**config.mk**
```make
export PLATFORM = sky130hd
export DESIGN_NAME = serial_channel_core
export DESIGN_NICKNAME = d
export VERILOG_FILES = /design/src/shared/serial_channel_pkg.sv /design/src/rtl/bit_sync.sv /design/src/rtl/rx_sampler.sv /design/src/rtl/serial_channel_core.sv
export VERILOG_INCLUDE_DIRS = /design/src /design/src/shared
export SDC_FILE = /design/constraint.sdc
export NUM_CORES = 1
export LEC_CHECK = 0
export BUFFER_PORTS_ARGS = -buffer_cell sky130_fd_sc_hd__buf_4
export CORE_MARGIN = 1
export CORE_UTILIZATION = 30
export CTS_BUF_LIST = sky130_fd_sc_hd__clkbuf_8 sky130_fd_sc_hd__clkbuf_16
export CTS_CLUSTER_DIAMETER = 200
export CTS_CLUSTER_SIZE = 25
export DETAILED_ROUTE_END_ITERATION = 6
export PLACE_DENSITY = 0.48
export SLEW_MARGIN = 10
export SYNTH_ARGS = -nofsm -noshare
export SYNTH_HDL_FRONTEND = slang
export SYNTH_SLANG_ARGS = --single-unit
export TNS_END_PERCENT = 100
```
**constraint.sdc**
```tcl
create_clock -name clk -period 8 [get_ports clk]
set_input_delay 0 -clock clk [delete_from_list [all_inputs] [get_ports clk]]
set_output_delay 0 -clock clk [all_outputs]
set_load 0.005 [all_outputs]
```
**src/shared/serial_channel_defs.svh**
```systemverilog
// Register map, field positions, reset values and timing counts
// Assumes a 32-bit Avalon-MM slave with byte addresses on 4 bits
`ifndef SERIAL_CHANNEL_DEFS_SVH
`define SERIAL_CHANNEL_DEFS_SVH

// Register byte offsets
`define SCC_OFS_DATA 4'h0
`define SCC_OFS_CTRL 4'h4
`define SCC_OFS_STATUS 4'h8

// Control register fields
`define SCC_CTRL_MODE_LO 0
`define SCC_CTRL_SRC_LO 2
`define SCC_CTRL_DIR 4
`define SCC_CTRL_EDGE 5
`define SCC_CTRL_PE 6
`define SCC_CTRL_ODD 7
`define SCC_CTRL_WU 8
`define SCC_CTRL_HS 9
`define SCC_CTRL_TB9 10
`define SCC_CTRL_RXEN 11
`define SCC_CTRL_MASK 16'h0FFF
`define SCC_CTRL_RESET 16'h0000

// Status register fields
`define SCC_ST_RXFULL 0
`define SCC_ST_TXFULL 1
`define SCC_ST_NINTH 2
`define SCC_ST_PARITY_ERROR_FLAG 3
`define SCC_ST_OVERRUN_FLAG 4
`define SCC_ST_FRAMING_ERROR_FLAG 5
`define SCC_ST_TXBUSY 6

// Oversampling and shift timing
`define SCC_SAMPLE_A 4'h6
`define SCC_SAMPLE_B 4'h7
`define SCC_SAMPLE_C 4'h8
`define SCC_TX_RISE_CNT 4'h7
`define SCC_TX_FALL_CNT 4'hF
`define SCC_SYNC_BITS 4'h8
`define SCC_MAX_BITS 4'h9

`endif

```
**src/shared/serial_channel_pkg.sv**
```systemverilog
// Types and shared helpers of the serial channel
// Assumes the constants header is compiled alongside
package serial_channel_pkg;

  // Frame mode field decode, in field-code order
  typedef enum logic [1:0] {MODE_SHIFT, MODE_7BIT, MODE_8BIT, MODE_9BIT}
    frame_mode_t;

  // Receive and transmit sequencer states
  typedef enum logic [1:0] {RX_IDLE, RX_START, RX_DATA, RX_STOP} rx_state_t;
  typedef enum logic [1:0] {TX_IDLE, TX_ASYNC, TX_SYNC} tx_state_t;

  // Two of three samples decide
  function automatic logic majority3(input logic a, input logic b,
                                     input logic c);
    return (a & b) | (a & c) | (b & c);
  endfunction

  // Parity over 7 or 8 data bits, even or odd
  function automatic logic parity_bit(input logic [7:0] d,
                                      input logic seven, input logic odd);
    logic p;
    p = seven ? ^d[6:0] : ^d;
    return odd ? ~p : p;
  endfunction

  // Bits after the start bit, stop excluded
  function automatic logic [3:0] frame_bits(input frame_mode_t m,
                                            input logic pe);
    logic [3:0] n;
    n = 4'h7;
    if (m != MODE_7BIT || pe)
      n = n + 4'h1;
    if (m == MODE_9BIT || (m == MODE_8BIT && pe))
      n = n + 4'h1;
    return n;
  endfunction

endpackage

```
**src/rtl/bit_sync.sv**
```systemverilog
// Two-flop synchroniser for pin inputs
// Assumes the inputs are asynchronous to clk
`timescale 1ns/1ps
module bit_sync #(
  parameter int WIDTH = 1,
  parameter logic [WIDTH-1:0] INIT = '1
)(
  input wire logic clk,
  input wire logic rst_b,
  input wire logic [WIDTH-1:0] pin_in,
  output logic [WIDTH-1:0] level_out
);

  // First stage, read only by the second
  logic [WIDTH-1:0] meta_ff;

  // Idle-level reset keeps the receiver from seeing a false start
  always_ff @(posedge clk)
  begin
    if (!rst_b)
    begin
      meta_ff <= INIT;
      level_out <= INIT;
    end
    else
    begin
      meta_ff <= pin_in;
      level_out <= meta_ff;
    end
  end

endmodule

```
**src/rtl/rx_sampler.sv**
```systemverilog
// Oversampling receive counter with three-point majority vote
// Assumes os_tick is a one-cycle pulse on clk
`timescale 1ns/1ps
`include "serial_channel_defs.svh"
module rx_sampler #(
  parameter int CNT_W = 4
)(
  input wire logic clk,
  input wire logic rst_b,
  input wire logic restart,
  input wire logic os_tick,
  input wire logic rx_level,
  output logic bit_done,
  output logic bit_value
);
  import serial_channel_pkg::*;

  logic [CNT_W-1:0] cnt_ff; // Oversample pulses within the bit
  logic s_a_ff; // Sample at the 7th pulse
  logic s_b_ff; // Sample at the 8th pulse

  // Counter wraps every 16 pulses, so bits follow on without restart
  always_ff @(posedge clk)
  begin
    if (!rst_b)
      cnt_ff <= '0;
    else if (restart)
      cnt_ff <= '0;
    else if (os_tick)
      cnt_ff <= cnt_ff + CNT_W'(1);
  end

  // Samples at pulses 7, 8 and 9, decision at the 9th
  always_ff @(posedge clk)
  begin
    if (!rst_b)
    begin
      s_a_ff <= 1'b1;
      s_b_ff <= 1'b1;
      bit_done <= 1'b0;
      bit_value <= 1'b1;
    end
    else
    begin
      bit_done <= 1'b0;
      if (os_tick && !restart)
      begin
        if (cnt_ff == `SCC_SAMPLE_A)
          s_a_ff <= rx_level;
        if (cnt_ff == `SCC_SAMPLE_B)
          s_b_ff <= rx_level;
        if (cnt_ff == `SCC_SAMPLE_C)
        begin
          bit_done <= 1'b1;
          bit_value <= majority3(s_a_ff, s_b_ff, rx_level);
        end
      end
    end
  end

endmodule

```
**src/rtl/serial_channel_core.sv**
```systemverilog
// Serial channel datapath: clock selection, receive and transmit
// sequencers, double-buffered receive, parity and error flags.
// Assumes tick inputs are one-cycle pulses on clk; pins are async.
//
// The implementer's own choices: the Avalon-MM register port and the register addresses.
`timescale 1ns/1ps
`include "serial_channel_defs.svh"
module serial_channel_core #(
  parameter int CHANNEL_ID = 1
)(
  input wire logic clk,
  input wire logic rst_b,
  input wire logic [3:0] avs_address,
  input wire logic avs_read,
  input wire logic avs_write,
  input wire logic [31:0] avs_writedata,
  input wire logic [3:0] avs_byteenable,
  output logic [31:0] avs_readdata,
  output logic avs_waitrequest,
  input wire logic baud_tick,
  input wire logic fixed_tick,
  input wire logic timer0_match,
  input wire logic rxd_pin,
  input wire logic sclk_in_pin,
  input wire logic clear_to_send_in,
  output logic txd,
  output logic sclk_out,
  output logic sclk_oe,
  output logic receive_irq,
  output logic transmit_irq
);
  import serial_channel_pkg::*;

  // Bus handshake: one wait cycle per access
  logic ack_ff;
  logic bus_req;
  logic rd_acc;
  logic wr_acc;
  logic rd_snap_full_ff; // Buffer state seen when the read was sampled

  // Control fields
  logic [15:0] ctrl_ff;
  frame_mode_t mode;
  logic [1:0] clock_source_field;
  logic clock_direction_sel;
  logic edge_select;
  logic parity_enable;
  logic parity_odd;
  logic wakeup_enable;
  logic handshake_enable;
  logic transmit_ninth_bit;
  logic receive_enable;

  // Status and buffers
  logic [7:0] data_buffer_ff; // Second receive stage
  logic received_ninth_bit_ff;
  logic rx_full_ff;
  logic parity_error_flag_ff;
  logic overrun_flag_ff;
  logic framing_error_flag_ff;
  logic [7:0] tx_data_ff; // Transmit buffer
  logic tx_ninth_ff;
  logic tx_full_ff;

  // Synchronised pins
  logic rxd_s;
  logic sclk_s;
  logic cts_s;
  logic sclk_d_ff;

  // Clocking
  logic os_tick;
  logic async_mode;
  logic sync_mode;
  logic [3:0] tx_cnt_ff;
  logic bit_rise;
  logic bit_fall;
  logic sclk_ff;
  logic sync_shift;

  // Receive path
  rx_state_t rx_state_ff;
  logic bit_done;
  logic bit_value;
  logic rx_restart;
  logic [8:0] rx_sh_ff; // First receive stage
  logic [3:0] rx_cnt_ff;
  logic rx_take;
  logic [8:0] nxt_rx_sh;
  logic [8:0] rx_aligned;
  logic [3:0] rx_n;
  logic deliver;
  logic wake_pass;
  logic rx_parity_bad;
  logic rx_last; // Final payload bit decided

  // Transmit path
  tx_state_t tx_state_ff;
  logic [10:0] tx_sh_ff;
  logic [3:0] tx_left_ff;
  logic cts_wait_ff;
  logic hold;
  logic start_async;
  logic start_sync;
  logic tx_done;
  logic [8:0] tx_payload;
  logic data_wr;
  logic [7:0] wr_byte;

  assign mode = frame_mode_t'(ctrl_ff[`SCC_CTRL_MODE_LO +: 2]);
  assign clock_source_field = ctrl_ff[`SCC_CTRL_SRC_LO +: 2];
  assign clock_direction_sel = ctrl_ff[`SCC_CTRL_DIR];
  assign edge_select = ctrl_ff[`SCC_CTRL_EDGE];
  assign parity_enable = ctrl_ff[`SCC_CTRL_PE];
  assign parity_odd = ctrl_ff[`SCC_CTRL_ODD];
  assign wakeup_enable = ctrl_ff[`SCC_CTRL_WU];
  assign handshake_enable = ctrl_ff[`SCC_CTRL_HS];
  assign transmit_ninth_bit = ctrl_ff[`SCC_CTRL_TB9];
  assign receive_enable = ctrl_ff[`SCC_CTRL_RXEN];

  assign async_mode = (mode != MODE_SHIFT);
  // Shift mode is absent on channel 0; code 00 idles there
  assign sync_mode = (mode == MODE_SHIFT) && (CHANNEL_ID == 1);

  // Pins cross into clk through two flops
  bit_sync #(.WIDTH(3), .INIT(3'b110)) u_pins (
    .clk(clk),
    .rst_b(rst_b),
    .pin_in({rxd_pin, sclk_in_pin, clear_to_send_in}),
    .level_out({rxd_s, sclk_s, cts_s})
  );

  // ---- Register bus ----
  assign bus_req = avs_read | avs_write;
  assign avs_waitrequest = bus_req & ~ack_ff;
  assign rd_acc = bus_req & ack_ff & avs_read;
  assign wr_acc = bus_req & ack_ff & avs_write;
  assign data_wr = wr_acc && avs_address == `SCC_OFS_DATA
                   && avs_byteenable[0] && !tx_full_ff;

  // Ack after one wait cycle; read data sampled in the wait cycle
  always_ff @(posedge clk)
  begin
    if (!rst_b)
    begin
      ack_ff <= 1'b0;
      avs_readdata <= 32'h0000_0000;
      rd_snap_full_ff <= 1'b0;
    end
    else
    begin
      ack_ff <= bus_req & ~ack_ff;
      if (avs_read && !ack_ff)
      begin
        rd_snap_full_ff <= rx_full_ff;
        case (avs_address)
          `SCC_OFS_DATA: avs_readdata <= {24'h00_0000, data_buffer_ff};
          `SCC_OFS_CTRL: avs_readdata <= {16'h0000, ctrl_ff};
          `SCC_OFS_STATUS:
          begin
            avs_readdata <= 32'h0000_0000;
            avs_readdata[`SCC_ST_RXFULL] <= rx_full_ff;
            avs_readdata[`SCC_ST_TXFULL] <= tx_full_ff;
            avs_readdata[`SCC_ST_NINTH] <= received_ninth_bit_ff;
            avs_readdata[`SCC_ST_PARITY_ERROR_FLAG] <= parity_error_flag_ff;
            avs_readdata[`SCC_ST_OVERRUN_FLAG] <= overrun_flag_ff;
            avs_readdata[`SCC_ST_FRAMING_ERROR_FLAG] <= framing_error_flag_ff;
            avs_readdata[`SCC_ST_TXBUSY] <= (tx_state_ff != TX_IDLE);
          end
          // Unmapped reads as zero
          default: avs_readdata <= 32'h0000_0000;
        endcase
      end
    end
  end

  // Control register, byte lanes 0 and 1
  always_ff @(posedge clk)
  begin
    if (!rst_b)
      ctrl_ff <= `SCC_CTRL_RESET;
    else if (wr_acc && avs_address == `SCC_OFS_CTRL)
    begin
      if (avs_byteenable[0])
        ctrl_ff[7:0] <= avs_writedata[7:0];
      if (avs_byteenable[1])
        ctrl_ff[15:8] <= avs_writedata[15:8] & 8'(`SCC_CTRL_MASK >> 8);
    end
  end

  // ---- Clock generation ----
  // Oversample clock selection
  always_comb
  begin
    case (clock_source_field)
      2'b00: os_tick = timer0_match;
      2'b01: os_tick = baud_tick;
      2'b10: os_tick = fixed_tick;
      default: os_tick = baud_tick;
    endcase
  end

  // Transmit bit clock: high half is counts 8..15
  always_ff @(posedge clk)
  begin
    if (!rst_b)
      tx_cnt_ff <= 4'h0;
    else if (async_mode && os_tick)
      tx_cnt_ff <= tx_cnt_ff + 4'h1;
  end
  assign bit_rise = async_mode && os_tick
                    && tx_cnt_ff == `SCC_TX_RISE_CNT;
  assign bit_fall = async_mode && os_tick && tx_cnt_ff == `SCC_TX_FALL_CNT;

  // Output shift clock toggles per baud tick, idles high
  always_ff @(posedge clk)
  begin
    if (!rst_b)
      sclk_ff <= 1'b1;
    else if (tx_state_ff == TX_SYNC && !clock_direction_sel)
    begin
      if (baud_tick)
        sclk_ff <= ~sclk_ff;
    end
    else
      sclk_ff <= 1'b1;
  end
  assign sclk_out = sclk_ff;
  assign sclk_oe = sync_mode && !clock_direction_sel;

  // Edge history of the external shift clock
  always_ff @(posedge clk)
  begin
    if (!rst_b)
      sclk_d_ff <= 1'b1;
    else
      sclk_d_ff <= sclk_s;
  end

  // One shift event per rising output edge or selected input edge
  always_comb
  begin
    sync_shift = 1'b0;
    if (tx_state_ff == TX_SYNC)
    begin
      if (!clock_direction_sel)
        sync_shift = baud_tick && !sclk_ff;
      else if (!edge_select)
        sync_shift = sclk_s && !sclk_d_ff;
      else
        sync_shift = !sclk_s && sclk_d_ff;
    end
  end

  // ---- Receive ----
  rx_sampler #(.CNT_W(4)) u_sampler (
    .clk(clk),
    .rst_b(rst_b),
    .restart(rx_restart),
    .os_tick(os_tick),
    .rx_level(rxd_s),
    .bit_done(bit_done),
    .bit_value(bit_value)
  );
  assign rx_restart = rx_state_ff == RX_IDLE && async_mode && !rxd_s;

  // Frame sequencer for asynchronous modes
  always_ff @(posedge clk)
  begin
    if (!rst_b || !async_mode)
      rx_state_ff <= RX_IDLE;
    else
    begin
      case (rx_state_ff)
        RX_IDLE:
          if (rx_restart)
            rx_state_ff <= RX_START;
        RX_START:
          if (bit_done)
            rx_state_ff <= bit_value ? RX_IDLE : RX_DATA;
        RX_DATA:
          if (rx_last)
            rx_state_ff <= RX_STOP;
        RX_STOP:
          if (bit_done)
            rx_state_ff <= RX_IDLE;
        default: rx_state_ff <= RX_IDLE;
      endcase
    end
  end

  // Last payload bit reached in asynchronous reception
  assign rx_last = rx_state_ff == RX_DATA && bit_done
                   && rx_cnt_ff + 4'h1 == rx_n;

  // Bits enter from the top so the first bit ends lowest
  assign rx_take = (rx_state_ff == RX_DATA && bit_done) || sync_shift;
  assign nxt_rx_sh = {sync_shift ? rxd_s : bit_value, rx_sh_ff[8:1]};
  assign rx_n = sync_mode ? `SCC_SYNC_BITS
                : frame_bits(mode, parity_enable);
  assign rx_aligned = nxt_rx_sh >> (`SCC_MAX_BITS - rx_n);
  assign deliver = sync_mode
                   ? (sync_shift && tx_left_ff == 4'h1 && receive_enable)
                   : rx_last;
  assign wake_pass = !(mode == MODE_9BIT && wakeup_enable
                       && !rx_aligned[8]);
  // Parity is only defined for 7 and 8-bit modes
  assign rx_parity_bad = parity_enable
      && (mode == MODE_7BIT || mode == MODE_8BIT)
      && parity_bit(rx_aligned[7:0], mode == MODE_7BIT, parity_odd)
         != (mode == MODE_7BIT ? rx_aligned[7] : rx_aligned[8]);

  // First stage shift register and bit count
  always_ff @(posedge clk)
  begin
    if (!rst_b)
    begin
      rx_sh_ff <= 9'h1FF;
      rx_cnt_ff <= 4'h0;
    end
    else if (rx_state_ff == RX_START || start_sync)
      rx_cnt_ff <= 4'h0;
    else if (rx_take)
    begin
      rx_sh_ff <= nxt_rx_sh;
      rx_cnt_ff <= rx_cnt_ff + 4'h1;
    end
  end

  // Second stage: copy, overrun, error flags; set beats clear
  always_ff @(posedge clk)
  begin
    if (!rst_b)
    begin
      data_buffer_ff <= 8'h00;
      received_ninth_bit_ff <= 1'b0;
      rx_full_ff <= 1'b0;
      parity_error_flag_ff <= 1'b0;
      overrun_flag_ff <= 1'b0;
      framing_error_flag_ff <= 1'b0;
      receive_irq <= 1'b0;
    end
    else
    begin
      receive_irq <= 1'b0;
      // Reads clear only what the CPU actually saw
      if (rd_acc && avs_address == `SCC_OFS_DATA && rd_snap_full_ff)
        rx_full_ff <= 1'b0;
      if (rd_acc && avs_address == `SCC_OFS_STATUS)
      begin
        if (avs_readdata[`SCC_ST_PARITY_ERROR_FLAG])
          parity_error_flag_ff <= 1'b0;
        if (avs_readdata[`SCC_ST_OVERRUN_FLAG])
          overrun_flag_ff <= 1'b0;
        if (avs_readdata[`SCC_ST_FRAMING_ERROR_FLAG])
          framing_error_flag_ff <= 1'b0;
      end
      if (deliver && wake_pass)
      begin
        if (rx_full_ff && !(rd_acc && avs_address == `SCC_OFS_DATA
                            && rd_snap_full_ff))
          overrun_flag_ff <= 1'b1;
        else
        begin
          data_buffer_ff <= rx_aligned[7:0];
          received_ninth_bit_ff <= (mode == MODE_8BIT
                                    || mode == MODE_9BIT)
                                   && rx_aligned[8];
          rx_full_ff <= 1'b1;
          receive_irq <= 1'b1;
          if (rx_parity_bad)
            parity_error_flag_ff <= 1'b1;
        end
      end
      if (rx_state_ff == RX_STOP && bit_done && !bit_value)
        framing_error_flag_ff <= 1'b1;
    end
  end

  // ---- Transmit ----
  // Parity is fixed at write time from the settings then in force
  assign wr_byte = avs_writedata[7:0];
  always_ff @(posedge clk)
  begin
    if (!rst_b)
    begin
      tx_data_ff <= 8'h00;
      tx_ninth_ff <= 1'b0;
      tx_full_ff <= 1'b0;
    end
    else if (data_wr)
    begin
      tx_data_ff <= wr_byte;
      if (parity_enable && mode == MODE_7BIT)
        tx_data_ff[7] <= parity_bit(wr_byte, 1'b1, parity_odd);
      tx_ninth_ff <= (mode == MODE_9BIT) ? transmit_ninth_bit
                     : parity_bit(wr_byte, 1'b0, parity_odd);
      tx_full_ff <= 1'b1;
    end
    else if (tx_done)
      tx_full_ff <= 1'b0;
  end

  // Handshake exists on channel 0 only; checked between frames
  assign hold = handshake_enable && CHANNEL_ID == 0 && cts_s;

  // Remember a held frame so it resumes on a falling bit-clock edge
  always_ff @(posedge clk)
  begin
    if (!rst_b)
      cts_wait_ff <= 1'b0;
    else if (start_async)
      cts_wait_ff <= 1'b0;
    else if (tx_state_ff == TX_IDLE && tx_full_ff && hold)
      cts_wait_ff <= 1'b1;
  end

  assign start_async = tx_state_ff == TX_IDLE && async_mode && tx_full_ff
                       && !hold
                       && (cts_wait_ff ? bit_fall : bit_rise);
  assign start_sync = tx_state_ff == TX_IDLE && sync_mode
                      && (tx_full_ff || (receive_enable && !rx_full_ff));
  // Buffer empties as the stop bit starts, or after the last shift
  assign tx_done = tx_full_ff
      && ((tx_state_ff == TX_ASYNC && bit_rise && tx_left_ff == 4'h2)
          || (sync_shift && tx_left_ff == 4'h1));
  assign transmit_irq = tx_done;

  // Payload padded with ones past its length, so stop follows
  always_comb
  begin
    tx_payload = {tx_ninth_ff, tx_data_ff};
    for (int i = 0; i < 9; i++)
      if (4'(i) >= frame_bits(mode, parity_enable))
        tx_payload[i] = 1'b1;
  end

  // Shifter: start bit, payload LSB first, stop; shift mode sends the 8 data bits alone
  always_ff @(posedge clk)
  begin
    if (!rst_b)
    begin
      tx_state_ff <= TX_IDLE;
      tx_sh_ff <= 11'h7FF;
      tx_left_ff <= 4'h0;
    end
    else
    begin
      case (tx_state_ff)
        TX_IDLE:
          if (start_async)
          begin
            tx_sh_ff <= {1'b1, tx_payload, 1'b0};
            tx_left_ff <= frame_bits(mode, parity_enable) + 4'h2;
            tx_state_ff <= TX_ASYNC;
          end
          else if (start_sync)
          begin
            tx_sh_ff <= {3'b111, tx_full_ff ? tx_data_ff : 8'hFF};
            tx_left_ff <= `SCC_SYNC_BITS;
            tx_state_ff <= TX_SYNC;
          end
        TX_ASYNC:
          if (bit_rise)
          begin
            tx_sh_ff <= {1'b1, tx_sh_ff[10:1]};
            tx_left_ff <= tx_left_ff - 4'h1;
            if (tx_left_ff == 4'h1)
              tx_state_ff <= TX_IDLE;
          end
        TX_SYNC:
          if (sync_shift)
          begin
            tx_sh_ff <= {1'b1, tx_sh_ff[10:1]};
            tx_left_ff <= tx_left_ff - 4'h1;
            if (tx_left_ff == 4'h1)
              tx_state_ff <= TX_IDLE;
          end
        default: tx_state_ff <= TX_IDLE;
      endcase
    end
  end
  assign txd = tx_sh_ff[0];

endmodule

```
# Word level (Yosys, flattened, before mapping)
# Cells that the tools add are included.
# totals
reg_bits,122
in_bits,50
output_inout_bits,38
wordCells,266
# classes
n_addsub,8
n_lt_le_gt_ge,9
eq_ne,27
n_shift,1
muxes,75
bitwise,18
reduce_logical,97
# op_table
operator,count
2-to-1 mux 4 bit,14
2-to-1 mux 11 bit,4
logical AND 1 bit,42
2-to-1 mux 1 bit,40
case mux 12 bit (3 select lines),1
case mux 11 bit (3 select lines),1
AND reduction 2 bit,11
adder 4 x 1 -> 4 bit (second input constant),5
2-to-1 mux 2 bit,10
== test 4 x 3 -> 1 bit (second input constant),4
greater-or-equal comparator 3 x 4 -> 1 bit (first input constant),4
XOR reduction 8 bit,2
zero test 1 bit,15
XOR reduction 7 bit,2
== test 2 bit (second input constant),6
case mux 4 bit (3 select lines),1
nonzero test 2 bit,5
logical OR 1 bit,9
>> shifter 9 x 4 -> 9 bit,1
== test 4 bit (second input constant),2
greater-or-equal comparator 1 x 4 -> 1 bit (first input constant),2
greater-or-equal comparator 2 x 4 -> 1 bit (first input constant),2
zero test 2 bit,4
2-to-1 mux 8 bit,1
other kinds (23),47

# Depth between registers and ports, before layout
# Gate-level depths: netlist of the first run.
# depth
depth_word,17
mapped_depth,11
ltp_nobuf,9

# Modules after synthesis
# A second synthesis of the first run with hierarchy kept.
# hier_totals
hier_cells,605
hier_area_um2,5183.7
# by_module_without_submodules
module,instances,cells_each,area_per_inst_um2,seq_area_each_um2
serial_channel_core,1,551,4642.0,1721.7
rx_sampler,1,42,384.1,160.2
bit_sync,1,12,157.7,120.1

# Worst setup path after synthesis of the first run
# Ideal clock, no wire load.
# synth_timing
path_kind,reg2reg
from,reg ctrl_ff[0]
to,reg parity_error_flag_ff
setup_time_ns,0.116
arrival_time_ns,2.611
t_required_ns,7.884
setup_slack_ns,5.273
stages_incl_launch_ff,11
n_path_buf,2
synth_period_minus_slack_ns,2.727
path_cell_list,dfxtp_1 ha_1 buf_4 or4b_4 buf_6 mux2i_4 mux2i_1 xnor3_1 xor2_1 xnor2_1 a41o_1
# synth_between
elab_chain_len,17
elab_cells_between_ends,35
cone_classes,2 x add/sub; 6 x eq/ne; 1 x shift; 10 x mux; 1 x bitwise; 15 x reduce/logical
# synth_rtl
element,line,text
"start, declared",serial_channel_core.sv:42,logic [15:0] ctrl_ff;
"start signal, assigned",serial_channel_core.sv:181,ctrl_ff <= `SCC_CTRL_RESET;
"start signal, assigned",serial_channel_core.sv:185,ctrl_ff[7:0] <= avs_writedata[7:0];
inequality test 2 x 1 -> 1 bit,serial_channel_pkg.sv:32,if (m != MODE_7BIT || pe)
logical OR 1 bit,serial_channel_pkg.sv:32,
2-to-1 mux 4 bit,serial_channel_pkg.sv:32,
adder 4 x 1 -> 4 bit,serial_channel_pkg.sv:35,n = n + 4'h1;
2-to-1 mux 4 bit,serial_channel_pkg.sv:34,if (m == MODE_9BIT || (m == MODE_8BIT && pe))
2-to-1 mux 4 bit,serial_channel_core.sv:299,assign rx_n = sync_mode ? `SCC_SYNC_BITS
subtractor 4 bit (no line),n/a,
>> shifter 9 x 4 -> 9 bit,serial_channel_core.sv:301,assign rx_aligned = nxt_rx_sh >> (`SCC_MAX_BITS - rx_n);
XOR reduction 8 bit or XOR reduction 7 bit (tied branches),serial_channel_pkg.sv:23,p = seven ? ^d[6:0] : ^d;
2-to-1 mux 1 bit,serial_channel_pkg.sv:23,
inverter 1 bit,serial_channel_pkg.sv:24,return odd ? ~p : p;
2-to-1 mux 1 bit,serial_channel_pkg.sv:24,
inequality test 1 bit,serial_channel_core.sv:311,!= (mode == MODE_7BIT ? rx_aligned[7] : rx_aligned[8]);
logical AND 1 bit,serial_channel_core.sv:310,"&& parity_bit(rx_aligned[7:0], mode == MODE_7BIT, parity_odd)"
2-to-1 mux 1 bit,serial_channel_core.sv:371,if (rx_parity_bad)
2-to-1 mux 1 bit,serial_channel_core.sv:360,if (rx_full_ff && !(rd_acc && avs_address == `SCC_OFS_DATA
2-to-1 mux 1 bit (*),serial_channel_core.sv:358,if (deliver && wake_pass)
"end signal, assigned",serial_channel_core.sv:338,parity_error_flag_ff <= 1'b0;
"end signal, assigned",serial_channel_core.sv:352,parity_error_flag_ff <= 1'b0;
"end signal, assigned",serial_channel_core.sv:372,parity_error_flag_ff <= 1'b1;
"end, declared",serial_channel_core.sv:58,logic parity_error_flag_ff;
# Every way passes the cells marked *; elsewhere a longest branch is shown, timed or not.
# A chain may end at the register's enable or synchronous reset.

# Final worst setup path of the first run
# layout_timing
from,reg ctrl_ff[0]
to,reg tx_left_ff[0]
# layout_between
elab_chain_len,14
elab_cells_between_ends,30
cone_classes,2 x add/sub; 5 x eq/ne; 10 x mux; 13 x reduce/logical
# layout_rtl
element,line,text
inequality test 2 x 1 -> 1 bit,serial_channel_pkg.sv:32,
logical OR 1 bit,serial_channel_pkg.sv:32,
2-to-1 mux 4 bit,serial_channel_pkg.sv:32,
2-to-1 mux 4 bit,serial_channel_core.sv:451,if (start_async)
2-to-1 mux 4 bit,serial_channel_core.sv:449,case (tx_state_ff)
2-to-1 mux 4 bit,serial_channel_core.sv:441,if (!rst_b)
adder 4 x 1 -> 4 bit,serial_channel_pkg.sv:35,
2-to-1 mux 4 bit,serial_channel_pkg.sv:34,
2-to-1 mux 4 bit,serial_channel_core.sv:451,
2-to-1 mux 4 bit,serial_channel_core.sv:449,
2-to-1 mux 4 bit,serial_channel_core.sv:441,
adder 4 x 2 -> 4 bit,serial_channel_core.sv:454,"tx_left_ff <= frame_bits(mode, parity_enable) + 4'h2;"
2-to-1 mux 4 bit,serial_channel_core.sv:451,
case mux 4 bit (3 select lines),serial_channel_core.sv:449,
"end signal, assigned",serial_channel_core.sv:454,
"end signal, assigned",serial_channel_core.sv:460,tx_left_ff <= `SCC_SYNC_BITS;
"end signal, assigned",serial_channel_core.sv:467,tx_left_ff <= tx_left_ff - 4'h1;
"end, declared",serial_channel_core.sv:100,logic [3:0] tx_left_ff;
# Several ways; a longest one is shown, not always the timed one. The select of a mux whose other input is x is not followed.

==> results of run 1 <==
[worst paths after layout]
check / from / to / slack [ns] / cells after the start
max reg2reg: ctrl_ff[0] / tx_left_ff[0] / 4.81 / 6
min: avs_write / ack_ff / 0.03 / 4
max: ctrl_ff[0] / tx_left_ff[0] / 4.81 / 6
min reg2reg: u_pins.meta_ff[2] / u_pins.level_out[2] / 0.41 / 1
[metal layers]
| metal | up-vias | wire (um) | GRT usage |
|---|---|---|---|
| met5 | - | 0 | 0 |
| met4 | 0 | 327 | 0.0730 |
| met3 | 18 | 454 | 0.0225 |
| met2 | 85 | 5800 | 0.238 |
| met1 | 1953 | 6170 | 0.195 |
| li1 | 2121 | - | - |
[area by class of cell]
cell class                      instances  area, um2  area share
Sequential cell                        98       1960       0.318
Inverter                               20       75.1      0.0122
Tap cell                              225        282      0.0456
Clock inverter                          6       81.3      0.0132
Timing Repair Buffer                   63        510      0.0826
Clock buffer                           10        239      0.0387
Multi-Input combinational cell        444       3030       0.490
[cell usage after synthesis (all sizes together) (2+ instances only)]
| cell type | count |
|---|---|
| a2111oi | 2 |
| a211oi | 7 |
| a21boi | 8 |
| a21oi | 18 |
| a222oi | 7 |
| a22oi | 4 |
| a311oi | 7 |
| and2 | 17 |
| and3 | 2 |
| buf | 27 |
| clkbuf | 24 |
| dfxtp | 98 |
| ha | 16 |
| inv | 20 |
| mux2 | 3 |
| mux2i | 53 |
| nand2 | 60 |
| nand2b | 11 |
| nand3 | 13 |
| nand3b | 5 |
| nand4 | 3 |
| nor2 | 29 |
| nor2b | 49 |
| nor3 | 12 |
| nor3b | 5 |
| nor4 | 3 |
| nor4b | 3 |
| nor4bb | 2 |
| o2111ai | 2 |
| o211a | 2 |
| o211ai | 7 |
| o21ai | 24 |
| o311ai | 2 |
| o31ai | 2 |
| or3 | 3 |
| xnor2 | 19 |
| xor2 | 9 |
[power groups by stage]
stage | Sequential [mW] | Clock (mW) | Combinational, mW
finish | 0.505 | 0.468 | 0.103
global route | 0.506 | 0.503 | 0.116
CTS | 0.505 | 0.483 | 0.104
detailed placement | 0.516 | 0 | 0.0983
global placement | 0.516 | 0 | 0.0969
floorplan | 0.514 | 0 | 0.0739
[worst max-delay path: stages (launching register included)]
cell	delay, ns
dfxtp_1	0.53
inv_1	0.11
ha_1	0.37
a2111oi_1	0.62
nand3_1	0.64
or4_1	0.67
a21boi_0	0.17
[cell families after synthesis]
logic type                 Yosys count
and+or+nand+nor                    224
AOI/OAI and AO/OA                   99
DFF                                 98
buffers and inverters               71
muxes                               56
xor gates and xnor gates            29
adders and majority gates           16
other                                1
[sequential cells by signal, summed over array words and instances (netlist names), 2 cells and up, named ones only]
name / count
avs_readdata: 12
ctrl_ff: 12
data_buffer_ff: 8
rx_cnt_ff: 4
rx_sh_ff: 8
tx_cnt_ff: 4
tx_data_ff: 8
tx_left_ff: 4
tx_sh_ff: 10
tx_state_ff: 2
u_pins.level_out: 2
u_pins.meta_ff: 2
u_sampler.cnt_ff: 4
[timing repair]
action | 4_1_cts | 5_1_grt
hold buffers | 15 | 0
buffers inserted | 0 | 0
hold endpoints to repair | 22 | 0
[cell usage in the layout (no fill, tap or decap), drive strengths merged, types with 8 or more instances in the layout]
cell type and count:
conb 20, nor2 29, a21boi 8, ha 16
nand2b 11, dlygate4sd3 15, buf 48, nand3 13
dfxtp 98, a21oi 18, nor2b 49, clkbuf 10
o21ai 24, xnor2 19, inv 21, nor3 12
mux2i 53, and2 17, xor2 9, nand2 60
[through the flow]
step	std cells	utilization	setup WS (ns)
4_1_cts	866	0.358	4.74
6_report	866	0.358	4.81
2_1_floorplan	613	-	5.27
5_1_grt	866	0.358	4.49
3_3_place_gp	835	0.331	4.79
3_5_place_dp	835	0.331	4.79
==> results.txt, run 1 <==
Status -> finished, final reports clean
Num CTS Buffers -> 9
Wire length of the first global-routing pass -> 21000 um
Largest area contributor in the netlist -> dfxtp_1
PortBufs -> 44
P_int -> 824 uW
WP data required -> 8.27 ns
Area grow syn2layout -> 17.2%
DIE AREA -> 18100 um2
Slew Limit Headroom -> 0.217
Largest net degree at the start of global routing -> 93
Row count -> 48
Flops & latches, synth -> 98
Logic gate share of total power -> 0.096
# diodes -> 0
Max cap viols -> 0
Synth Instances -> 594
Final nets -> 702
Final hold violations -> 0
Clock sinks -> 98
Layout fillers -> 1796
Dominant synthesized flop cell -> dfxtp_1
Crit path DAT -> 3.47 ns
Initial antenna violation count -> 0
Sequential share of power -> 0.469
Vias in the first global route -> 3994
Worst-Margin Slew -> 1.17 ns
Xor and xnor area share after synthesis -> 0.0508
Largest family of logic cells by synthesized area -> simple AND/OR/NAND/NOR gates
Placed instance area -> 5710 um2
Clk slew on worst S/H paths -> 0.06 ns
CP Launch Type -> flip-flop
Final WL -> 12700 um
WS Path Type -> reg2reg
Worst vdd ir -> 0.121 mV
I/O Pins -> 88
Post-synthesis compound-gate area fraction -> 0.130
Core ar. -> 17200 um2
Switching Fraction -> 0.234
Yosys warns -> 0
Post-synthesis adder-cell area fraction -> 0.0380
Design Power -> 1.08 mW
Simple-gate area share of the yosys netlist -> 0.229
DP HPWL -> 9210 um
Synth area leaders -> dfxtp_1 37%, mux2i_1 9.9%, nor2b_1 5.8%
Worst-path maximum fanout -> 18
Post-synthesis mux area share -> 0.109
Hold Slack -> 0.0282 ns
Share of the synthesized area in the top cell type -> 0.372
WL per Instance -> 14.7 um
Syn Std Cell Area -> 5270 um2
Power share of the clock group -> 0.435
Hold Path Class -> in2reg
ANT nets after route -> 0
Switching power -> 252 uW
Final Critical Period -> 3.19 ns
Starting Density -> 0.306
EDFF count, synth -> 0
Setup TNS -> 0 ns
Clk Latency, worst-skew pair -> 0.35 ns
Die Wd -> 135 um
Longest Clk Path Bufs -> 2
Grt ovf -> 0
Final weighted congestion in routability-driven placement -> 0.810
RSZ-0062 raised after global routing -> no
Async S/R FF share, synth -> 0
Routed vias -> 4177
Sequential element share of the synthesized area -> 0.372
Share of cells above drive strength 1 -> 0.115
Pre-antenna DRT Iters -> 7
CTS tree -> built
Drc violations -> 0
Initial DRC Count -> 299
Clock Skew -> 0.00763 ns
Fin. max-slew vios -> 0
Via-per-instance ratio -> 4.82
CTS resizes -> 0
H-Tree Depth -> 3
Syn Area/Cell -> 8.87 um2
Critical Path End Type -> flip-flop
Final instance area -> 6180 um2
Die Y -> 135 um
Cell Pwr Density -> 174 nW/um2
Library cells used by synthesis -> 60
Final setup fails -> 0
Leak -> 2.29 nW
F_max -> 313 MHz
Gr usage total -> 0.149
Post-route clock period utilization -> 0.399
CTS Root Cell -> clkbuf_16
Note: power is estimated with default switching activity, not from simulation.
==> run 2: changes to the inputs <==
clock period = 3.1 ns   (was 8 ns; I/O delays follow)
==> run 2 against run 1 <==
Compared with the run above:
- sequential power rose to 2.6 times the previous value
- cell count rose by 1.4%
- maximum frequency up 12%
- critical path depth is 3 higher
- routed wire length up 3.0%
- power is 150% higher
- setup slack lost 4.6 ns
- worst hold slack better by 0.034 ns
- die area did not move
- non-clock buffer count rose by 12
- critical path type unchanged
==> results.txt, run 2 (synthesis results as in run 1) <==
Initial DRC Count -> 266 (-11%)
Via-per-instance ratio -> 4.84 (+0.38%)
Status -> finished, final reports clean
Core ar. -> 17200 um2 (unchanged)
Wire length of the first global-routing pass -> 21800 um (+3.6%)
Leak -> 2.33 nW (+1.9%)
WL per Instance -> 14.9 um (+1.6%)
DIE AREA -> 18100 um2 (unchanged)
Grt ovf -> 0 (unchanged)
M2 GR Usage -> 0.258 (+0.0199)
Clk slew on worst S/H paths -> 0.07 ns (about the same)
Layout fillers -> 1796 (unchanged)
Pre-antenna DRT Iters -> 5 (-2)
P_int -> 1.97 mW (+140%)
PortBufs -> 44 (unchanged)
Switching Fraction -> 0.254 (+0.0196)
# diodes -> 0 (unchanged)
Fin. max-slew vios -> 0 (unchanged)
Hold Slack -> 0.0617 ns (+0.0336 ns)
Top Usage Layer GRT -> met2
Share of cells above drive strength 1 -> 0.133 (+0.0178)
Global-route track usage on met3 -> 0.0259 (+0.00338)
CTS tree -> built
Final Critical Period -> 2.85 ns (-0.343 ns)
ANT nets after route -> 0 (unchanged)
Starting Density -> 0.306 (unchanged)
Final weighted congestion in routability-driven placement -> 0.828 (+2.3%)
Setup TNS -> 0 ns (unchanged)
Layout Utilization -> 0.361 (+0.00312)
Die Y -> 135 um (unchanged)
Finished Layout Cells -> 878 (+1.4%)
Most frequent cells in the layout -> 97 x dfxtp_1, 60 x nand2_1, 60 x buf_4
Final setup fails -> 0 (unchanged)
CTS Root Cell -> clkbuf_16
Routed vias -> 4251 (+1.8%)
Longest Clk Path Bufs -> 2 (unchanged)
Worst-Margin Slew -> 1.07 ns (-0.0967 ns)
Reg-to-reg setup timing slack -> 0.25 ns (-4.56 ns)
Final WL -> 13100 um (+3.0%)
CP Launch Type -> flip-flop
Power share of the clock group -> 0.405 (-0.030)
Drc violations -> 0 (unchanged)
DP HPWL -> 9580 um (+4.1%)
Area grow syn2layout -> 18.3%
Die Wd -> 135 um (unchanged)
F_max -> 351 MHz (+12%)
Num CTS Buffers -> 9 (unchanged)
WP data required -> 3.34 ns (-4.93 ns)
Final hold violations -> 0 (unchanged)
Row count -> 48 (unchanged)
I/O Pins -> 88 (unchanged)
Crit path DAT -> 3.09 ns (-0.38 ns)
Post-route clock period utilization -> 0.920 (+0.520)
Clk Latency, worst-skew pair -> 0.35 ns (about the same)
Clock Skew -> 0.00749 ns (-0.000136 ns)
Cell Pwr Density -> 424 nW/um2 (+140%)
Switching power -> 670 uW (+170%)
Critical Path End Type -> flip-flop
Final nets -> 714 (+1.7%)
Commonest non-fill, non-tap cell in the layout -> dfxtp_1
Slew Limit Headroom -> 0.283 (+0.0664)
Placed cell count -> 847 (+1.4%)
Gr usage total -> 0.154 (+0.00505)
Logic gate share of total power -> 0.102 (+0.006)
Worst-path maximum fanout -> 8 (-10)
WS Path Type -> reg2reg
Sequential share of power -> 0.493 (+0.024)
Clock sinks -> 98 (unchanged)
Vias in the first global route -> 4241 (+6.2%)
Max cap viols -> 0 (unchanged)
RSZ-0062 raised after global routing -> no
Initial antenna violation count -> 0 (unchanged)
Top Registers -> avs_readdata x12, ctrl_ff x12, tx_sh_ff x10
Worst vdd ir -> 0.263 mV (+120%)
Met1 Use GR -> 0.198 (+0.00307)
Largest net degree at the start of global routing -> 93 (unchanged)
Hold Path Class -> in2reg
H-Tree Depth -> 3 (unchanged)
[run 2: changes by cell type in the layout (fill, tap and decap cells not counted)]
cell / delta
dfxtp_2: +1
bufinv_16: -2
clkinv_4: +4
buf_4: +12
clkinv_2: -1
clkinvlp_4: -1
dfxtp_1: -1
[run 2: layout make-up]
cell class | count | area, um2 | area share
clock buffers | 10 | 239 | 0.0384
clock inverters | 6 | 43.8 | 0.00703
inverters | 20 | 75.1 | 0.0120
multi-input cells | 444 | 3030 | 0.486
flip-flops and latches | 98 | 1960 | 0.315
well taps | 225 | 282 | 0.0452
repair buffers | 75 | 601 | 0.0964
[run 2: worst max-delay path, stage by stage, from the launching register on]
cell	delay, ns
dfxtp_1	0.46
inv_1	0.10
ha_1	0.21
or4b_4	0.57
mux2i_4	0.23
mux2i_1	0.18
xnor3_1	0.43
xor2_1	0.16
xnor2_1	0.16
a41o_1	0.24
[run 2: per-layer routing]
layer,up-vias,part of all wire
li1,2138,-
met1,2004,0.48
met2,93,0.46
met3,16,0.037
met4,0,0.017
met5,-,0
[run 2: path summary, 6_finish.rpt]
check | cells after the start | end | from
setup / recovery | 9 | parity_error_flag_ff | ctrl_ff[1]
setup reg to reg | 9 | parity_error_flag_ff | ctrl_ff[1]
hold reg to reg | 1 | u_pins.level_out[1] | u_pins.meta_ff[1]
hold / removal | 4 | ack_ff | avs_write
[run 2: power by group through the flow]
stage	combinational [mW]	sequential (mW)	clock, mW
after floorplan	0.191	1.33	0
after global placement	0.252	1.33	0
after detailed placement	0.255	1.33	0
after CTS	0.271	1.30	1.11
after global routing	0.301	1.31	1.16
final	0.270	1.30	1.07
[run 2: timing repair]
| action | 4_1_cts | 5_1_grt |
|---|---|---|
| hold buffers | 15 | 0 |
| endpoints found under the hold margin | 22 | 0 |
| gates resized for setup | 0 | 1 |
| endpoints found under the setup margin | 0 | 1 |
| setup buffers | 0 | 0 |
[run 2: per-stage QoR]
stage	instance area, um2	power [mW]	worst slack [ns]
floorplan	5340	1.52	0.373
global placement	5800	1.58	0.245
detailed placement	5800	1.59	0.216
CTS	6230	2.68	0.178
global route	6230	2.77	0.0535
finish	6230	2.64	0.249
==> run 3: changes to the inputs <==
CAP_MARGIN = 20   (was default)
REMOVE_ABC_BUFFERS = 1   (was default)
==> run 3 against run 2 <==
Compared with the run above:
- core utilization hardly changed
- clock-buffer cell count decreased by 1
- design area about the same
- cell count down 0.11%
- maximum frequency down 1.2%
- sequential share of layout area about the same
- largest cell class unchanged
- worst hold slack got worse by 0.011 ns
- sequential cell count stayed put
- power up 1.5%
- critical endpoint unchanged
- die area did not move
- via count down 1.1%
- clock power grew 5%
==> results.txt, run 3 (synthesis results as in run 1) <==
Status -> finished, final reports clean
Critical Path End Type -> flip-flop
Initial antenna violation count -> 0 (unchanged)
Sequential share of power -> 0.486 (-0.007)
Pre-antenna DRT Iters -> 6 (+1)
I/O Pins -> 88 (unchanged)
Die Wd -> 135 um (unchanged)
Starting Density -> 0.306 (unchanged)
CTS tree -> built
Worst vdd ir -> 0.241 mV (-8.3%)
Core ar. -> 17200 um2 (unchanged)
Hold Slack -> 0.0511 ns (-0.0107 ns)
Layout Utilization -> 0.361 (about the same)
Gr usage total -> 0.146 (-0.00803)
Die Y -> 135 um (unchanged)
Worst-Margin Slew -> 0.882 ns (-0.192 ns)
Area grow syn2layout -> 18.2% (about the same)
Final setup fails -> 0 (unchanged)
Fin. max-slew vios -> 0 (unchanged)
Final Critical Period -> 2.89 ns (+0.0346 ns)
Layout fillers -> 1749 (-2.6%)
Share of cells above drive strength 1 -> 0.129 (-0.00440)
WL per Instance -> 14.4 um (-3.7%)
Final weighted congestion in routability-driven placement -> 0.754 (-9.0%)
F_max -> 347 MHz (-1.2%)
Wire length of the first global-routing pass -> 20600 um (-5.5%)
Switching Fraction -> 0.246 (-0.00753)
Leak -> 2.33 nW (about the same)
Most frequent cells in the layout -> 97 x dfxtp_1, 60 x nand2_1, 59 x buf_4
Row count -> 48 (unchanged)
Hold Path Class -> in2reg
PortBufs -> 44 (unchanged)
Placed cell count -> 846 (-0.12%)
Final nets -> 713 (-0.14%)
Crit path DAT -> 3.13 ns (+0.04 ns)
Post-route clock period utilization -> 0.931 (+0.0112)
CP Launch Type -> flip-flop
H-Tree Depth -> 3 (unchanged)
Switching power -> 660 uW (-1.5%)
Commonest non-fill, non-tap cell in the layout -> dfxtp_1
Clk slew on worst S/H paths -> 0.07 ns (about the same)
Setup TNS -> 0 ns (unchanged)
Max cap viols -> 0 (unchanged)
Cell Pwr Density -> 431 nW/um2 (+1.6%)
Power share of the clock group -> 0.416 (+0.011)
RSZ-0062 raised after global routing -> no
Multi-input gate area -> 3030 um2 (unchanged)
ANT nets after route -> 0 (unchanged)
Slew Limit Headroom -> 0.411 (+0.128)
Clock sinks -> 98 (unchanged)
CTS Root Cell -> clkbuf_16
Num CTS Buffers -> 9 (unchanged)
Longest Clk Path Bufs -> 2 (unchanged)
Vias in the first global route -> 3993 (-5.8%)
Initial DRC Count -> 258 (-3.0%)
FF/Latch Area -> 1960 um2 (unchanged)
Routed vias -> 4204 (-1.1%)
WP data required -> 3.35 ns (about the same)
WS Path Type -> reg2reg
Drc violations -> 0 (unchanged)
Logic gate share of total power -> 0.098 (-0.004)
Finished Layout Cells -> 877 (-0.11%)
Top Registers -> avs_readdata x12, ctrl_ff x12, tx_sh_ff x10
Design Power -> 2.68 mW (+1.5%)
Grt ovf -> 0 (unchanged)
Clk Latency, worst-skew pair -> 0.35 ns (about the same)
DP HPWL -> 8970 um (-6.4%)
Largest net degree at the start of global routing -> 93 (unchanged)
Final hold violations -> 0 (unchanged)
DIE AREA -> 18100 um2 (unchanged)
Via-per-instance ratio -> 4.79 (-0.99%)
Clock Skew -> 0.0118 ns (+0.00435 ns)
Worst-path maximum fanout -> 8 (unchanged)
# diodes -> 0 (unchanged)
Final WL -> 12600 um (-3.8%)
P_int -> 2.02 mW (+2.5%)
-- run 3: cell count changes in the layout (fill, tap and decap cells not counted), sizes merged --
cell,delta
clkinv,-4
clkbuf,-1
bufinv,+1
inv,+3
buf,-1
clkinvlp,+1
-- run 3: routing by layer --
metal	track usage	share of wire	vias up
li1	-	-	2134
met1	0.195	0.49	1984
met2	0.235	0.46	72
met3	0.0304	0.032	14
met4	0.0437	0.011	0
met5	0	0	-
-- run 3: worst max-delay path: stages (launching register included) --
cell and delay, ns:
dfxtp_1 0.46, inv_1 0.10, ha_1 0.22, or4b_4 0.58, mux2i_4 0.23, mux2i_1 0.20, xnor3_1 0.45, xor2_1 0.17
xnor2_1 0.15, a41o_1 0.24
-- run 3: area by class of cell --
| type | count | area share |
|---|---|---|
| multi-input cells | 444 | 0.486 |
| flip-flops and latches | 98 | 0.315 |
| repair buffers | 74 | 0.0952 |
| well taps | 225 | 0.0452 |
| clock buffers | 9 | 0.0362 |
| inverters | 20 | 0.0121 |
| clock inverters | 7 | 0.0100 |
-- run 3: metrics by stage --
stage                     setup slack [ns]  area [um2]
after floorplan                     0.0875        5050
after global placement               0.223        5790
after detailed placement             0.147        5790
after CTS                            0.109        6230
after global routing                0.0165        6230
final                                0.214        6230
-- run 3: power by group through the flow --
stage                     Clock [mW]  Combinational [mW]  Sequential (mW)
after floorplan                    0               0.153             1.33
after global placement             0               0.248             1.33
after detailed placement           0               0.251             1.33
after CTS                       1.16               0.268             1.30
after global routing            1.21               0.297             1.31
final                           1.12               0.264             1.30
-- run 3: path summary, 6_finish.rpt --
path / start / to / slack, ns / depth (start not counted)
setup reg to reg: ctrl_ff[1] / parity_error_flag_ff / 0.21 / 9
hold / removal: avs_write / ack_ff / 0.05 / 4
setup / recovery: ctrl_ff[1] / parity_error_flag_ff / 0.21 / 9
hold reg to reg: u_pins.meta_ff[1] / u_pins.level_out[1] / 0.41 / 1
-- run 3: what timing repair did --
| action | in CTS | in global routing |
|---|---|---|
| buffers inserted | 0 | 0 |
| hold endpoints to repair | 22 | 0 |
| hold buffers | 15 | 0 |
| gates resized for setup | 0 | 1 |
| endpoints found under the setup margin | 0 | 1 |
